`src/core/mndp_regs.vh`:
```
`ifndef MNDP_REGS_VH
`define MNDP_REGS_VH

// Clock rates in kHz.
`define MNDP_SYS_CLK_KHZ   125000
`define MNDP_FAST_CLK_KHZ  25000
`define MNDP_SLOW_CLK_KHZ  2500

// Line symbol kinds carried beside each buffered byte.
`define MNDP_KIND_W        3
`define MNDP_KIND_IDLE     3'h0
`define MNDP_KIND_J        3'h1
`define MNDP_KIND_K        3'h2
`define MNDP_KIND_T        3'h3
`define MNDP_KIND_R        3'h4
`define MNDP_KIND_DATA     3'h5
`define MNDP_KIND_ERR      3'h6

// Nibble shown with the error flag on a false carrier.
`define MNDP_FALSE_CARRIER 4'he

`endif

```
`src/core/mndp_buf2.v`:
```
`timescale 1ns/100ps
// Two-entry buffer with valid/ready on both sides.
module mndp_buf2 #(
   parameter W = 11
) (
   // Clock and reset.
   input  wire         i_clk,
   input  wire         i_srst,
   // Fill side.
   input  wire         i_in_valid,
   output wire         o_in_ready,
   input  wire [W-1:0] i_in_data,
   // Drain side.
   output wire         o_out_valid,
   input  wire         i_out_ready,
   output wire [W-1:0] o_out_data
);

   reg [W-1:0] mem_reg [0:1];
   reg         wr_ptr_reg;
   reg         rd_ptr_reg;
   reg [1:0]   cnt_reg;
   wire        push;
   wire        pop;

   // Full and empty come straight from the occupancy count.
   assign o_in_ready  = (cnt_reg != 2'h2);
   assign o_out_valid = (cnt_reg != 2'h0);
   assign o_out_data  = mem_reg[rd_ptr_reg];
   assign push        = i_in_valid & o_in_ready;
   assign pop         = o_out_valid & i_out_ready;

   // Pointers and count; a push and a pop together leave the count alone.
   always @(posedge i_clk) begin
      if (i_srst) begin
         wr_ptr_reg <= 1'b0;
         rd_ptr_reg <= 1'b0;
         cnt_reg    <= 2'h0;
      end else begin
         if (push) begin
            mem_reg[wr_ptr_reg] <= i_in_data;
            wr_ptr_reg          <= ~wr_ptr_reg;
         end
         if (pop) begin
            rd_ptr_reg <= ~rd_ptr_reg;
         end
         if (push & ~pop) begin
            cnt_reg <= cnt_reg + 2'h1;
         end else if (pop & ~push) begin
            cnt_reg <= cnt_reg - 2'h1;
         end
      end
   end

endmodule

```
`src/core/mndp_top.v`:
```
`timescale 1ns/100ps
`include "mndp_regs.vh"
// Nibble data path of the PHY side of the media independent interface.
module mndp_top (
   // Clock and reset.
   input  wire       i_clk,
   input  wire       i_srst,
   // Device configuration, same clock domain.
   input  wire       i_speed_100,
   input  wire       i_link_up,
   // Decoded line receive stream, one byte or delimiter per entry.
   input  wire       i_line_valid,
   output wire       o_line_ready,
   input  wire [2:0] i_line_kind,
   input  wire [7:0] i_line_byte,
   // Receive pins toward the MAC.
   output reg        o_rx_clk,
   output reg  [3:0] o_rxd,
   output reg        o_rx_dv,
   output reg        o_rx_er,
   output wire       o_rx_er_oe_n,
   input  wire       i_receive_tristate_control,
   output wire       o_rx_clk_from_line,
   // Transmit pins from the MAC.
   output reg        o_tx_clk,
   input  wire       i_tx_en,
   input  wire [3:0] i_txd,
   // Transmit bytes toward the line coder.
   output reg  [7:0] o_tx_byte,
   output reg        o_tx_byte_valid,
   output reg        o_tx_active
);

   localparam DIV_FAST = `MNDP_SYS_CLK_KHZ / `MNDP_FAST_CLK_KHZ;
   localparam DIV_SLOW = `MNDP_SYS_CLK_KHZ / `MNDP_SLOW_CLK_KHZ;
   localparam [5:0] DIV_FAST_W = DIV_FAST[5:0];
   localparam [5:0] DIV_SLOW_W = DIV_SLOW[5:0];

   localparam [3:0] S_IDLE  = 4'h1;
   localparam [3:0] S_JSEEN = 4'h2;
   localparam [3:0] S_FRAME = 4'h4;
   localparam [3:0] S_TSEEN = 4'h8;

   ////////////////////////////////////////////////////////////////////////////
   // Interface clock divider.

   reg  [5:0] div_cnt_reg;
   reg        link_d_reg;
   wire [5:0] div_len;
   wire       clk_rise;
   wire       realign;

   assign div_len  = i_speed_100 ? DIV_FAST_W : DIV_SLOW_W;
   // A realign cycle may also sit at count zero but raises no clock, so it is no tick.
   assign clk_rise = (div_cnt_reg == 6'h00) & ~realign;
   // A fresh 100 Mb/s link restarts the phase, as a recovered clock would.
   assign realign  = i_speed_100 & i_link_up & ~link_d_reg;
   assign o_rx_clk_from_line = i_speed_100 & i_link_up;

   // Counter wraps at the divide length; a change to the fast speed wraps it at once if the count is at or past the new end.
   always @(posedge i_clk) begin
      if (i_srst) begin
         div_cnt_reg <= 6'h00;
         link_d_reg  <= 1'b0;
         o_rx_clk    <= 1'b0;
         o_tx_clk    <= 1'b0;
      end else begin
         link_d_reg <= i_link_up;
         if (realign || div_cnt_reg >= div_len - 6'h01) begin
            div_cnt_reg <= 6'h00;
         end else begin
            div_cnt_reg <= div_cnt_reg + 6'h01;
         end
         // Both clocks rise at the edge that ends the tick, the same edge that moves the receive outputs.
         o_rx_clk <= (div_cnt_reg < (div_len >> 1)) & ~realign;
         o_tx_clk <= (div_cnt_reg < (div_len >> 1)) & ~realign;
      end
   end

   ////////////////////////////////////////////////////////////////////////////
   // Receive buffer; a slow MAC side stalls the line through o_line_ready.

   wire        buf_valid;
   wire [10:0] buf_data;
   reg         buf_pop;
   wire [2:0]  kind;
   wire [7:0]  rbyte;

   mndp_buf2 #(
      .W (11)
   ) u_rx_buf (
      .i_clk       (i_clk),
      .i_srst      (i_srst),
      .i_in_valid  (i_line_valid),
      .o_in_ready  (o_line_ready),
      .i_in_data   ({i_line_kind, i_line_byte}),
      .o_out_valid (buf_valid),
      .i_out_ready (buf_pop),
      .o_out_data  (buf_data)
   );

   assign kind  = buf_data[10:8];
   assign rbyte = buf_data[7:0];

   ////////////////////////////////////////////////////////////////////////////
   // Receive framing state machine.

   reg [3:0] rx_state_reg;
   reg [3:0] rx_state_next;
   reg       half_reg;
   reg       half_next;
   reg [3:0] rxd_next;
   reg       dv_next;
   reg       er_next;
   reg       er_oe_n_s1_reg;
   reg       er_oe_n_s2_reg;

   // One symbol is judged per receive clock rise; data bytes take two rises.
   always @* begin
      rx_state_next = rx_state_reg;
      half_next     = half_reg;
      rxd_next      = 4'h0;
      dv_next       = 1'b0;
      er_next       = 1'b0;
      buf_pop       = 1'b0;
      if (clk_rise && buf_valid) begin
         buf_pop = 1'b1;
         case (rx_state_reg)
            S_IDLE: begin
               if (!i_speed_100 && kind == `MNDP_KIND_DATA) begin
                  rx_state_next = S_FRAME;
                  rxd_next      = rbyte[3:0];
                  dv_next       = 1'b1;
                  half_next     = 1'b1;
                  buf_pop       = 1'b0;
               end else if (i_speed_100 && kind == `MNDP_KIND_J) begin
                  rx_state_next = S_JSEEN;
               end else if (i_speed_100 && kind != `MNDP_KIND_IDLE) begin
                  rxd_next = `MNDP_FALSE_CARRIER;
                  er_next  = 1'b1;
               end
            end
            S_JSEEN: begin
               if (kind == `MNDP_KIND_K) begin
                  rx_state_next = S_FRAME;
               end else begin
                  rx_state_next = S_IDLE;
                  rxd_next      = `MNDP_FALSE_CARRIER;
                  er_next       = 1'b1;
               end
            end
            S_FRAME: begin
               if (kind == `MNDP_KIND_DATA) begin
                  // Low nibble first, then the high nibble pops the entry.
                  rxd_next  = half_reg ? rbyte[7:4] : rbyte[3:0];
                  dv_next   = 1'b1;
                  half_next = ~half_reg;
                  buf_pop   = half_reg;
               end else if (i_speed_100 && kind == `MNDP_KIND_T) begin
                  rx_state_next = S_TSEEN;
               end else if (i_speed_100 && kind != `MNDP_KIND_IDLE) begin
                  // Flag the fault with valid, then drop valid at the next rise.
                  rx_state_next = S_IDLE;
                  dv_next       = 1'b1;
                  er_next       = 1'b1;
               end else begin
                  rx_state_next = S_IDLE;
               end
            end
            S_TSEEN: begin
               rx_state_next = S_IDLE;
            end
            default: begin
               rx_state_next = S_IDLE;
            end
         endcase
      end
   end

   // Outputs move only on the tick that raises the receive clock.
   always @(posedge i_clk) begin
      if (i_srst) begin
         rx_state_reg <= S_IDLE;
         half_reg     <= 1'b0;
         o_rxd        <= 4'h0;
         o_rx_dv      <= 1'b0;
         o_rx_er      <= 1'b0;
      end else begin
         rx_state_reg <= rx_state_next;
         half_reg     <= half_next;
         if (clk_rise) begin
            o_rxd   <= rxd_next;
            o_rx_dv <= dv_next;
            o_rx_er <= er_next & i_speed_100;
         end
      end
   end

   // The tristate control is a pin, so it is synchronised before use.
   always @(posedge i_clk) begin
      if (i_srst) begin
         er_oe_n_s1_reg <= 1'b1;
         er_oe_n_s2_reg <= 1'b1;
      end else begin
         er_oe_n_s1_reg <= i_receive_tristate_control;
         er_oe_n_s2_reg <= er_oe_n_s1_reg;
      end
   end
   assign o_rx_er_oe_n = er_oe_n_s2_reg;

   ////////////////////////////////////////////////////////////////////////////
   // Transmit sampling; pins pass two flip-flops first.

   reg [3:0] txd_s1_reg;
   reg [3:0] txd_s2_reg;
   reg       txen_s1_reg;
   reg       txen_s2_reg;
   reg       tx_half_reg;
   reg [3:0] tx_low_reg;

   always @(posedge i_clk) begin
      if (i_srst) begin
         txd_s1_reg  <= 4'h0;
         txd_s2_reg  <= 4'h0;
         txen_s1_reg <= 1'b0;
         txen_s2_reg <= 1'b0;
      end else begin
         txd_s1_reg  <= i_txd;
         txd_s2_reg  <= txd_s1_reg;
         txen_s1_reg <= i_tx_en;
         txen_s2_reg <= txen_s1_reg;
      end
   end

   // The synchronised value at the rise is what the pins held just before it.
   always @(posedge i_clk) begin
      if (i_srst) begin
         tx_half_reg     <= 1'b0;
         tx_low_reg      <= 4'h0;
         o_tx_byte       <= 8'h00;
         o_tx_byte_valid <= 1'b0;
         o_tx_active     <= 1'b0;
      end else begin
         o_tx_byte_valid <= 1'b0;
         if (clk_rise) begin
            o_tx_active <= txen_s2_reg;
            if (txen_s2_reg) begin
               if (tx_half_reg) begin
                  o_tx_byte       <= {txd_s2_reg, tx_low_reg};
                  o_tx_byte_valid <= 1'b1;
               end else begin
                  tx_low_reg <= txd_s2_reg;
               end
               tx_half_reg <= ~tx_half_reg;
            end else begin
               // A lone trailing nibble is dropped when enable falls.
               tx_half_reg <= 1'b0;
            end
         end
      end
   end

endmodule

```
`config.mk`:
```
export PLATFORM = sky130hd
export DESIGN_NAME = mndp_top
export DESIGN_NICKNAME = d
export VERILOG_FILES = /design/src/core/mndp_buf2.v /design/src/core/mndp_top.v
export VERILOG_INCLUDE_DIRS = /design/src /design/src/core
export SDC_FILE = /design/constraint.sdc
export NUM_CORES = 1
export LEC_CHECK = 0
export ABC_AREA = 1
export BUFFER_PORTS_ARGS = -buffer_cell sky130_fd_sc_hd__buf_2
export CAP_MARGIN = 25
export CORE_MARGIN = 4
export CORE_UTILIZATION = 64
export CTS_BUF_LIST = sky130_fd_sc_hd__clkbuf_2
export DETAILED_ROUTE_END_ITERATION = 6
export PLACE_DENSITY = 0.87
export SLEW_MARGIN = 20
export SYNTH_ARGS = -nofsm -noshare
export SYNTH_HDL_FRONTEND = slang
export SYNTH_SLANG_ARGS = --single-unit
```
`constraint.sdc`:
```
create_clock -name i_clk -period 4.17 [get_ports i_clk]
set_clock_uncertainty 0.15 [all_clocks]
set_input_delay 0.834 -clock i_clk [delete_from_list [all_inputs] [get_ports i_clk]]
set_output_delay 0.834 -clock i_clk [all_outputs]
set_load 0.03 [all_outputs]
```
==> flow_summary.toml, run 1 <==
[place]
place_congestion = 0.933
dp_hpwl_um = 4570
port_buffers = 42

[global_route]
grt_overflow = 0
grt_pass1_vias = 2495
grt_first_pass_wirelength_um = 10800
grt_start_max_net_pins = 30
track_usage = 0.218
antenna_found_initial = 0

[worst_setup_path]
crit_arrival_ns = 2.92
rrSetupSlack_ns = 1.54
ff2ff_path_depth = 12
worst_ep_required_time_ns = 4.46
cp_max_fo = 18
start_kind = "flip-flop"
critPathKind = "flip-flop to flip-flop"
regToRegEndpoint = "u_rx_buf.cnt_reg[1]"
endpoint_kind = "flip-flop"

[yosys]
ys_types = 40
ys.flop_type = "dfxtp_1"
yosysTopAreaCellShare = 0.302
synth_area_mm2 = 0.00338
netlist_top_cells_area = "dfxtp_1, edfxtp_1, nand2_1"
ys_seq_area_frac = 0.497
synth_area_per_cell_um2 = 8.47
syn_inst = 399
synth_edf_count = 22
synth-async-reset-ratio = 0
ys_ff_latch = 73
yosysTopAreaCell = "dfxtp_1"
syn_nets = 430
synth_warnings = 0

[timing]
fin_setup_tns_ns = 0
max_slew_margin = 0.408
tightest_slew_ns = 0.885
rsz0062_at_grt = "false"
hold_ws_ns = 0.271
fin_crit_ns = 2.63
drv_slew = 0
fin_crit_sh = 0.631
fmax_mhz = 380
hold_viol = 0
setup_viol = 0

[power]
powerDensity_mw_per_mm2 = 479
power_mw = 1.79
power.leakage_nw = 1.72
ir_drop_v = 0.000338

[clock_network]
cts_setup_buffers = 0
numCtsBuffers = 9
clock-sinks = 73
clkTransAtPathRegs_ns = 0.21
clkLatencyLatePin_ns = 0.52
clockRootBuffer = "clkbuf_2"
cts-hold-fix-buffers = 0
clock_path_buffers = 2
cts_tree = "built"
htree_levels = 3
ctsResizeCount = 0

[layout]
area_growth_pct = 10.8
final_cell_mix = "nand2_1, inv_1, dfxtp_1"
drive_gt1_frac = 0.223
final_common_cell = "nand2_1"
nNetsFinal = 474
n_antenna_cell = 0
largest_reg_flops = 22
post-route-util = 0.733

[job]
drv_cap = 0

[drt]
drt_iter0_markers = 139
drt_pass1_iterations = 6
wl_um = 6310
vias = 2609
ant_nets = 0
routedWlPerCell_um = 12.2
drc = 0
via_per_inst = 5.04

[floorplan]
std_cell_rows = 26
coreArea_mm2 = 0.00511
initial_core_util = 0.662
fp.dieH_um = 80.7
dieArea_mm2 = 0.00651
die-width_um = 80.7
io_pins = 43

[status]
outcome = "finished, final reports clean"

[worst_hold_path]
hp-start = "txd_s1_reg[0]"
holdPathStages = 2
hold-path-endpoint = "txd_s2_reg[0]"
hold_path_class = "flip-flop to flip-flop"
-- how the worst max path moves through the flow --
stage | from | to | slack, ns | depth (start not counted)
2_1_floorplan | i_speed_100 | u_rx_buf.cnt_reg[1] | 1.73 | 11
3_5_place_dp | i_speed_100 | u_rx_buf.cnt_reg[1] | 1.22 | 12
6_report | flip-flop | u_rx_buf.cnt_reg[1] | 1.54 | 12
3_3_place_gp | i_speed_100 | u_rx_buf.cnt_reg[1] | 1.33 | 12
4_1_cts | flip-flop | u_rx_buf.cnt_reg[1] | 1.56 | 12
5_1_grt | flip-flop | u_rx_buf.cnt_reg[1] | 1.30 | 12
-- through the flow --
stage,instances,worst slack (ns),instance area [um2]
6_report,518,1.54,3750
5_1_grt,518,1.30,3750
4_1_cts,518,1.56,3750
3_5_place_dp,502,1.22,3610
3_3_place_gp,502,1.33,3610
2_1_floorplan,399,1.73,3380
-- critical path, cell delays in order (launching register included) --
cell     delay, ns
dfxtp_1       0.74
inv_4         0.19
nand2_1       0.12
nand2_2       0.12
nand4_4       0.18
inv_2         0.07
nand2_1       0.09
nand3_2       0.09
ha_1          0.35
a21oi_1       0.12
o21ai_0       0.12
o21ai_0       0.18
a21oi_1       0.06
-- logic make-up after synthesis --
kind of cell | after synthesis | share of synthesized area
and+or+nand+nor | 188 | 0.279
buffers and inverters | 74 | 0.0944
DFF | 73 | 0.497
AOI/OAI and AO/OA | 50 | 0.0833
adders and majority gates | 9 | 0.0333
xor gates and xnor gates | 5 | 0.0130
-- cell type report --
type | instances | area (um2)
clock buffers | 9 | 45.0
clock inverters | 7 | 91.3
fillers | 410 | 1360
inverters | 64 | 243
multi-input cells | 252 | 1380
flip-flops and latches | 73 | 1680
well taps | 70 | 87.6
repair buffers | 43 | 218
-- synth_stat cells, types with 2 or more instances --
master    count
nor2_2        4
nand2_2       9
inv_2         3
dfxtp_1      51
nand2_4       7
nand4_1       2
nand3_1      23
buf_2         3
o21ai_0      20
or2_2         2
xor2_1        4
buf_6         2
clkbuf_1      2
ha_1          9
a21oi_2       4
nor2_1       45
nand3_2       5
inv_1        59
a21oi_1      21
nand2_1      83
edfxtp_1     22
-- power by group --
group	leakage, nW	total, mW	switching, mW	internal, mW
combinational	1.02	0.498	0.337	0.161
clock	0.0846	0.455	0.256	0.199
sequential	0.618	0.841	0.0467	0.795
total	1.72	1.79	0.639	1.15
-- routing by layer --
metal	share of wire	global-route usage	wire length (um)	vias to the layer above
li1	-	-	-	1354
met1	0.43	0.258	2700	1161
met2	0.49	0.368	3080	77
met3	0.061	0.0516	385	17
met4	0.023	0.110	147	0
met5	0	0	0	-
Power figures use the tool's default switching activity.
==> run 2: changes to the inputs <==
--- a/config.mk
+++ b/config.mk
@@ -10,10 +10,10 @@
 export BUFFER_PORTS_ARGS = -buffer_cell sky130_fd_sc_hd__buf_2
 export CAP_MARGIN = 25
 export CORE_MARGIN = 4
-export CORE_UTILIZATION = 64
+export CORE_UTILIZATION = 54
 export CTS_BUF_LIST = sky130_fd_sc_hd__clkbuf_2
 export DETAILED_ROUTE_END_ITERATION = 6
-export PLACE_DENSITY = 0.87
+export PLACE_DENSITY = 0.78
 export SLEW_MARGIN = 20
 export SYNTH_ARGS = -nofsm -noshare
 export SYNTH_HDL_FRONTEND = slang
==> constraint.sdc (replaced) <==
create_clock -name i_clk -period 2.1 [get_ports i_clk]
set_clock_uncertainty 0.15 [all_clocks]
set_input_delay 0.42 -clock i_clk [delete_from_list [all_inputs] [get_ports i_clk]]
set_output_delay 0.42 -clock i_clk [all_outputs]
set_load 0.03 [all_outputs]
==> run 2 against run 1 <==
  * Wire length increased by 13%
  * Register-to-register slack got worse by 1.4 ns
  * Cell count increased by 9.3%
  * Sequential cell count unchanged
  * Non-clock buffer count increased by 43
  * Global-route usage decreased by 1.5 points
  * Count of clock-buffer cells in the layout increased by 1
  * Via count increased by 6.2%
  * Critical path depth increased by 1
  * Largest power group unchanged
  * Sequential power increased by 97%
==> flow_summary.toml, run 2 (synthesis results as in run 1) <==
[drt]
vias = 2770
via_per_inst = 4.89
wl_um = 7140
drc = 0
drt_pass1_iterations = 4
drt_iter0_markers = 136
ant_nets = 0
routedWlPerCell_um = 12.6

[worst_setup_path]
cp_cell_sequence = "dlygate4sd3_1, buf_2, nand2_1, inv_2, nand2_4, nand3_4, nor3_4, nand3_4, ha_4, a21oi_4, o21ai_2, o21ai_1, a21oi_1"
cp.depth = 13
cp_slowest_cell = "dlygate4sd3_1"
worstPathBufferInverterCount = 3
worst_ep_required_time_ns = 2.38
regToRegEndpoint = "u_rx_buf.cnt_reg[1]"
endpoint_kind = "flip-flop"
cp_common_cell = "nand3_4"
cpLargestDelayFamily = "buffers and inverters"
crit_path_start = "i_link_up"
crit_arrival_ns = 2.30
start_kind = "primary input"
rrSetupSlack_ns = 0.13
endpoint = "u_rx_buf.cnt_reg[1]"
ff2ff_path_depth = 12
slowest_delay_ns = 0.53
critPathKind = "primary input to flip-flop"
cp_max_fo = 3

[layout]
multi_input_area_mm2 = 0.00144
regArea_mm2 = 0.00169
fillers = 480
post-route-util = 0.692
n_antenna_cell = 0
nNetsFinal = 517
area_growth_pct = 22.7
final_common_cell = "nand2_1"
final_area_mm2 = 0.00415
drive_gt1_frac = 0.273
final_cell_mix = "nand2_1, inv_1, dfxtp_1"
largest_reg_flops = 22
final_cell_count_no_fill = 566

[timing]
fin_crit_sh = 0.965
drv_slew = 0
setup_viol = 0
tightest_slew_ns = 0.657
fmax_mhz = 494
fin_crit_ns = 2.03
max_slew_margin = 0.557
hold_viol = 0

[floorplan]
std_cell_rows = 28
io_pins = 43
coreArea_mm2 = 0.00599
fp.dieH_um = 87.1
initial_core_util = 0.564
die-width_um = 87.1
dieArea_mm2 = 0.00759

[place]
place_congestion = 0.897
post_dp_cell_area_mm2 = 0.00376
port_buffers = 42
dp.cells = 525
dp_hpwl_um = 4870

[clock_network]
clock-sinks = 73
clkLatencyLatePin_ns = 0.53
numCtsBuffers = 9
clkTransAtPathRegs_ns = 0.23
clock_path_buffers = 2
clockRootBuffer = "clkbuf_2"
htree_levels = 3
cts_tree = "built"

[power]
powerDensity_mw_per_mm2 = 870
ir_drop_v = 0.000817
power.leakage_nw = 1.91

[global_route]
track_usage = 0.204
grtUsageMet2 = 0.353
antenna_found_initial = 0
grt_first_pass_wirelength_um = 11900
gr-usage-met1 = 0.240
gr-usage-met3 = 0.0492
top_usage_layer = "met2"
grt_overflow = 0
grt_start_max_net_pins = 22
grt_pass1_vias = 2691

[status]
outcome = "finished, final reports clean"

[job]
drv_cap = 0

[worst_hold_path]
hold_path_class = "primary input to flip-flop"
==> run 2: final cells by class <==
class	instances	share of cell area
multi-input cells	252	0.347
clock buffers	10	0.0121
well taps	75	0.0226
repair buffers	86	0.142
flip-flops and latches	73	0.407
clock inverters	6	0.00995
inverters	64	0.0591
==> run 2: stage by stage <==
step	setup WS, ns	total power, mW	setup TNS, ns	hold WS (ns)
floorplan	0.0707	2.53	0	0.238
global placement	0.0589	2.72	0	0.240
detailed placement	-0.112	2.77	-0.251	0.242
CTS	0.0167	3.50	0	0.00560
global route	-0.0162	3.86	-0.0162	0.0332
finish	0.0743	3.61	0	0.0436
==> run 2: how the worst min path moves through the flow <==
stage                              from                   to  depth (start not counted)
after floorplan           txd_s1_reg[0]        txd_s2_reg[0]                          2
after global placement    txd_s1_reg[1]        txd_s2_reg[1]                          2
after detailed placement  txd_s1_reg[2]        txd_s2_reg[2]                          2
after CTS                  i_line_valid  u_rx_buf.wr_ptr_reg                          4
after global routing       i_line_valid  u_rx_buf.wr_ptr_reg                          4
final                      i_line_valid  u_rx_buf.wr_ptr_reg                          4
==> run 2: worst min-delay path, delay by kind of cell <==
kind	cells	cell delay, ns
buffers and inverters	1	0.07
AND/OR/NAND/NOR	2	0.16
AO/OA/AOI/OAI	1	0.06
==> run 2: where the power goes <==
| group | switching, mW | internal [mW] |
|---|---|---|
| registers | 0.0768 | 1.58 |
| clock network | 0.515 | 0.166 |
| logic | 0.774 | 0.493 |
==> run 2: metal layers <==
layer | vias up | share of wire | routed length (um)
met4 | 0 | 0.011 | 76
li1 | 1432 | - | -
met3 | 10 | 0.056 | 399
met5 | - | 0 | 0
met1 | 1264 | 0.43 | 3040
met2 | 64 | 0.51 | 3620
==> run 2: what timing repair did <==
action / 4_1_cts / 5_1_grt
pin swaps: 0 / 5
endpoints found under the hold margin: 30 / 0
gates resized for setup: 5 / 11
hold buffers: 19 / 0
endpoints found under the setup margin: 1 / 1
buffers inserted: 2 / 4
==> run 3: changes to the inputs <==
--- a/config.mk
+++ b/config.mk
@@ -10,11 +10,13 @@
 export BUFFER_PORTS_ARGS = -buffer_cell sky130_fd_sc_hd__buf_2
 export CAP_MARGIN = 25
 export CORE_MARGIN = 4
-export CORE_UTILIZATION = 54
-export CTS_BUF_LIST = sky130_fd_sc_hd__clkbuf_2
+export CORE_UTILIZATION = 52
+export CTS_BUF_LIST = sky130_fd_sc_hd__clkbuf_16
 export DETAILED_ROUTE_END_ITERATION = 6
-export PLACE_DENSITY = 0.78
+export GPL_ROUTABILITY_DRIVEN = 0
+export PLACE_DENSITY = 0.76
 export SLEW_MARGIN = 20
 export SYNTH_ARGS = -nofsm -noshare
 export SYNTH_HDL_FRONTEND = slang
+export SYNTH_HIERARCHICAL = 1
 export SYNTH_SLANG_ARGS = --single-unit
==> run 3 against run 2 <==
  * Sequential power about the same
  * Utilization down 3.7 points
  * Synthesized cell count down 4.5%
  * Critical path depth unchanged
  * Count of clock-buffer cells in the layout down 1
  * Maximum frequency down 1.0%
  * Clock power up 150%
==> flow_summary.toml, run 3 <==
[status]
outcome = "finished, final reports clean"

[timing]
fin_setup_tns_ns = 0
setup_viol = 0
fin_crit_sh = 0.974
rsz0062_at_grt = "true"
fin_crit_ns = 2.05
tightest_slew_ns = 0.400
fmax_mhz = 489
drv_slew = 0
hold_viol = 0
max_slew_margin = 0.731
finalWorstSetupSlack_ns = 0.0537

[place]
dp.cells = 504
dp_hpwl_um = 4480
port_buffers = 42
pre_cts_ws_ns = -0.123

[global_route]
antenna_found_initial = 0
grt_overflow = 0
grt_pass1_vias = 2530
track_usage = 0.182
grt_first_pass_wirelength_um = 11000
grt_start_max_net_pins = 24

[power]
power.leakage_nw = 1.84
ir_drop_v = 0.000926
power_mw = 4.34
powerDensity_mw_per_mm2 = 1050

[yosys]
ys_seq_area_frac = 0.499
synth_area_per_cell_um2 = 8.85
syn_inst = 381
ys_types = 36
synth_commonest_cells = "nand2_1, dfxtp_1, inv_1"
yosysMostFrequentCell = "nand2_1"
netlist_top_cells_area = "dfxtp_1, edfxtp_1, nand2_1"
ys.flop_type = "dfxtp_1"
synth_warnings = 6
yosysTopAreaCell = "dfxtp_1"
synth_edf_count = 22
ys_ff_latch = 73
yosysTopAreaCellShare = 0.303
syn_nets = 412
synth-async-reset-ratio = 0
synth_area_mm2 = 0.00337

[worst_setup_path]
ff2ff_path_depth = 13
regToRegEndpoint = "u_rx_buf/cnt_reg[1]"
critPathKind = "flip-flop to flip-flop"
cp_max_fo = 4
start_kind = "flip-flop"
worst_ep_required_time_ns = 2.18
crit_arrival_ns = 2.13
endpoint_kind = "flip-flop"
rrSetupSlack_ns = 0.05

[clock_network]
clock_path_buffers = 2
cts-hold-fix-buffers = 0
clockRootBuffer = "clkbuf_16"
clkLatencyLatePin_ns = 0.34
clkTransAtPathRegs_ns = 0.06
numCtsBuffers = 9
cts_tree = "built"
htree_levels = 3
clock-sinks = 73

[layout]
nNetsFinal = 476
final_cell_mix = "nand2_1, dfxtp_1, buf_2"
drive_gt1_frac = 0.302
n_antenna_cell = 0
final_cell_count_no_fill = 527
largest_reg_flops = 22
area_growth_pct = 22.8
post-route-util = 0.656
final_common_cell = "nand2_1"

[floorplan]
std_cell_rows = 29
initial_core_util = 0.534
io_pins = 43
fp.dieH_um = 88.5
dieArea_mm2 = 0.00783
coreArea_mm2 = 0.00631
die-width_um = 88.5

[drt]
drc = 0
drt_iter0_markers = 138
vias = 2646
via_per_inst = 5.02
wl_um = 6410
drt_pass1_iterations = 4
routedWlPerCell_um = 12.2
ant_nets = 0

[worst_hold_path]
hold-path-endpoint = "u_rx_buf/mem_reg[0][8]"
holdPathStages = 1
hold_path_class = "primary input to flip-flop"
hp-start = "i_line_kind[0]"

[job]
drv_cap = 0
run 3: changes by cell type in the layout (fill, tap and decap cells not counted), sizes merged, moves of 3 or more:
cell | previous run | this run
dlygate4sd3 | 19 | 0
a21oi | 25 | 32
inv | 66 | 57
nor2 | 51 | 45
xor2 | 4 | 1
nand2 | 99 | 80
nand3 | 29 | 39
o21ai | 20 | 9
mux2 | 0 | 11
run 3: where the power goes:
group	internal, mW	leakage (nW)	switching, mW
Clock	1.05	0.162	0.612
Combinational	0.423	1.06	0.614
Sequential	1.57	0.618	0.0658
run 3: what timing repair did:
| item | in CTS | in global routing |
|---|---|---|
| pin swaps | 5 | 6 |
| endpoints found under the setup margin | 2 | 2 |
| buffers inserted | 6 | 1 |
| gates resized for setup | 5 | 5 |
run 3: per-layer routing:
layer  track usage  up-vias  part of all wire
met4        0.0755        0             0.024
met1         0.205     1196              0.41
li1              -     1363                 -
met3        0.0605       15             0.058
met2         0.315       72              0.50
met5             0        -                 0
run 3: worst max path at each step:
stage,from,cells past startpoint,to,slack (ns)
2_1_floorplan,flip-flop,14,u_rx_buf/cnt_reg[1],-0.07
3_3_place_gp,flip-flop,13,u_rx_buf/cnt_reg[1],-0.003
3_5_place_dp,flip-flop,13,u_rx_buf/cnt_reg[1],-0.12
4_1_cts,flip-flop,14,u_rx_buf/cnt_reg[1],0.008
5_1_grt,flip-flop,13,u_rx_buf/cnt_reg[1],-0.08
6_report,flip-flop,13,u_rx_buf/cnt_reg[1],0.05
run 3: layout make-up:
class | count | area (um2)
inverters | 54 | 209
flip-flops and latches | 73 | 1690
well taps | 77 | 96.3
fillers | 539 | 2170
multi-input cells | 242 | 1440
repair buffers | 65 | 383
clock inverters | 7 | 98.8
clock buffers | 9 | 225
run 3: cell families after synthesis:
logic type / count (synthesis) / share of synthesized area
compound gates: 43 / 0.0676
mux: 11 / 0.0479
xor+xnor: 3 / 0.00780
flops: 73 / 0.499
buf+inv: 66 / 0.0869
simple gates: 176 / 0.258
fa+ha+maj: 9 / 0.0334
run 3: critical path: stages (launching register included):
cell,delay [ns]
dfxtp_4,0.37
mux2_4,0.32
inv_4,0.07
nand3_4,0.11
nor2_4,0.11
nand2_2,0.08
nand2_4,0.10
a21oi_4,0.07
nand2_2,0.09
ha_4,0.21
inv_2,0.06
nand4_1,0.09
nand2_1,0.07
nor2_1,0.04
run 3: stage by stage:
stage / hold slack [ns] / instance area, um2
after floorplan: 0.238 / 3380
after global placement: 0.244 / 3720
after detailed placement: 0.246 / 3720
after CTS: 0.115 / 4120
after global routing: 0.113 / 4140
final: 0.124 / 4140
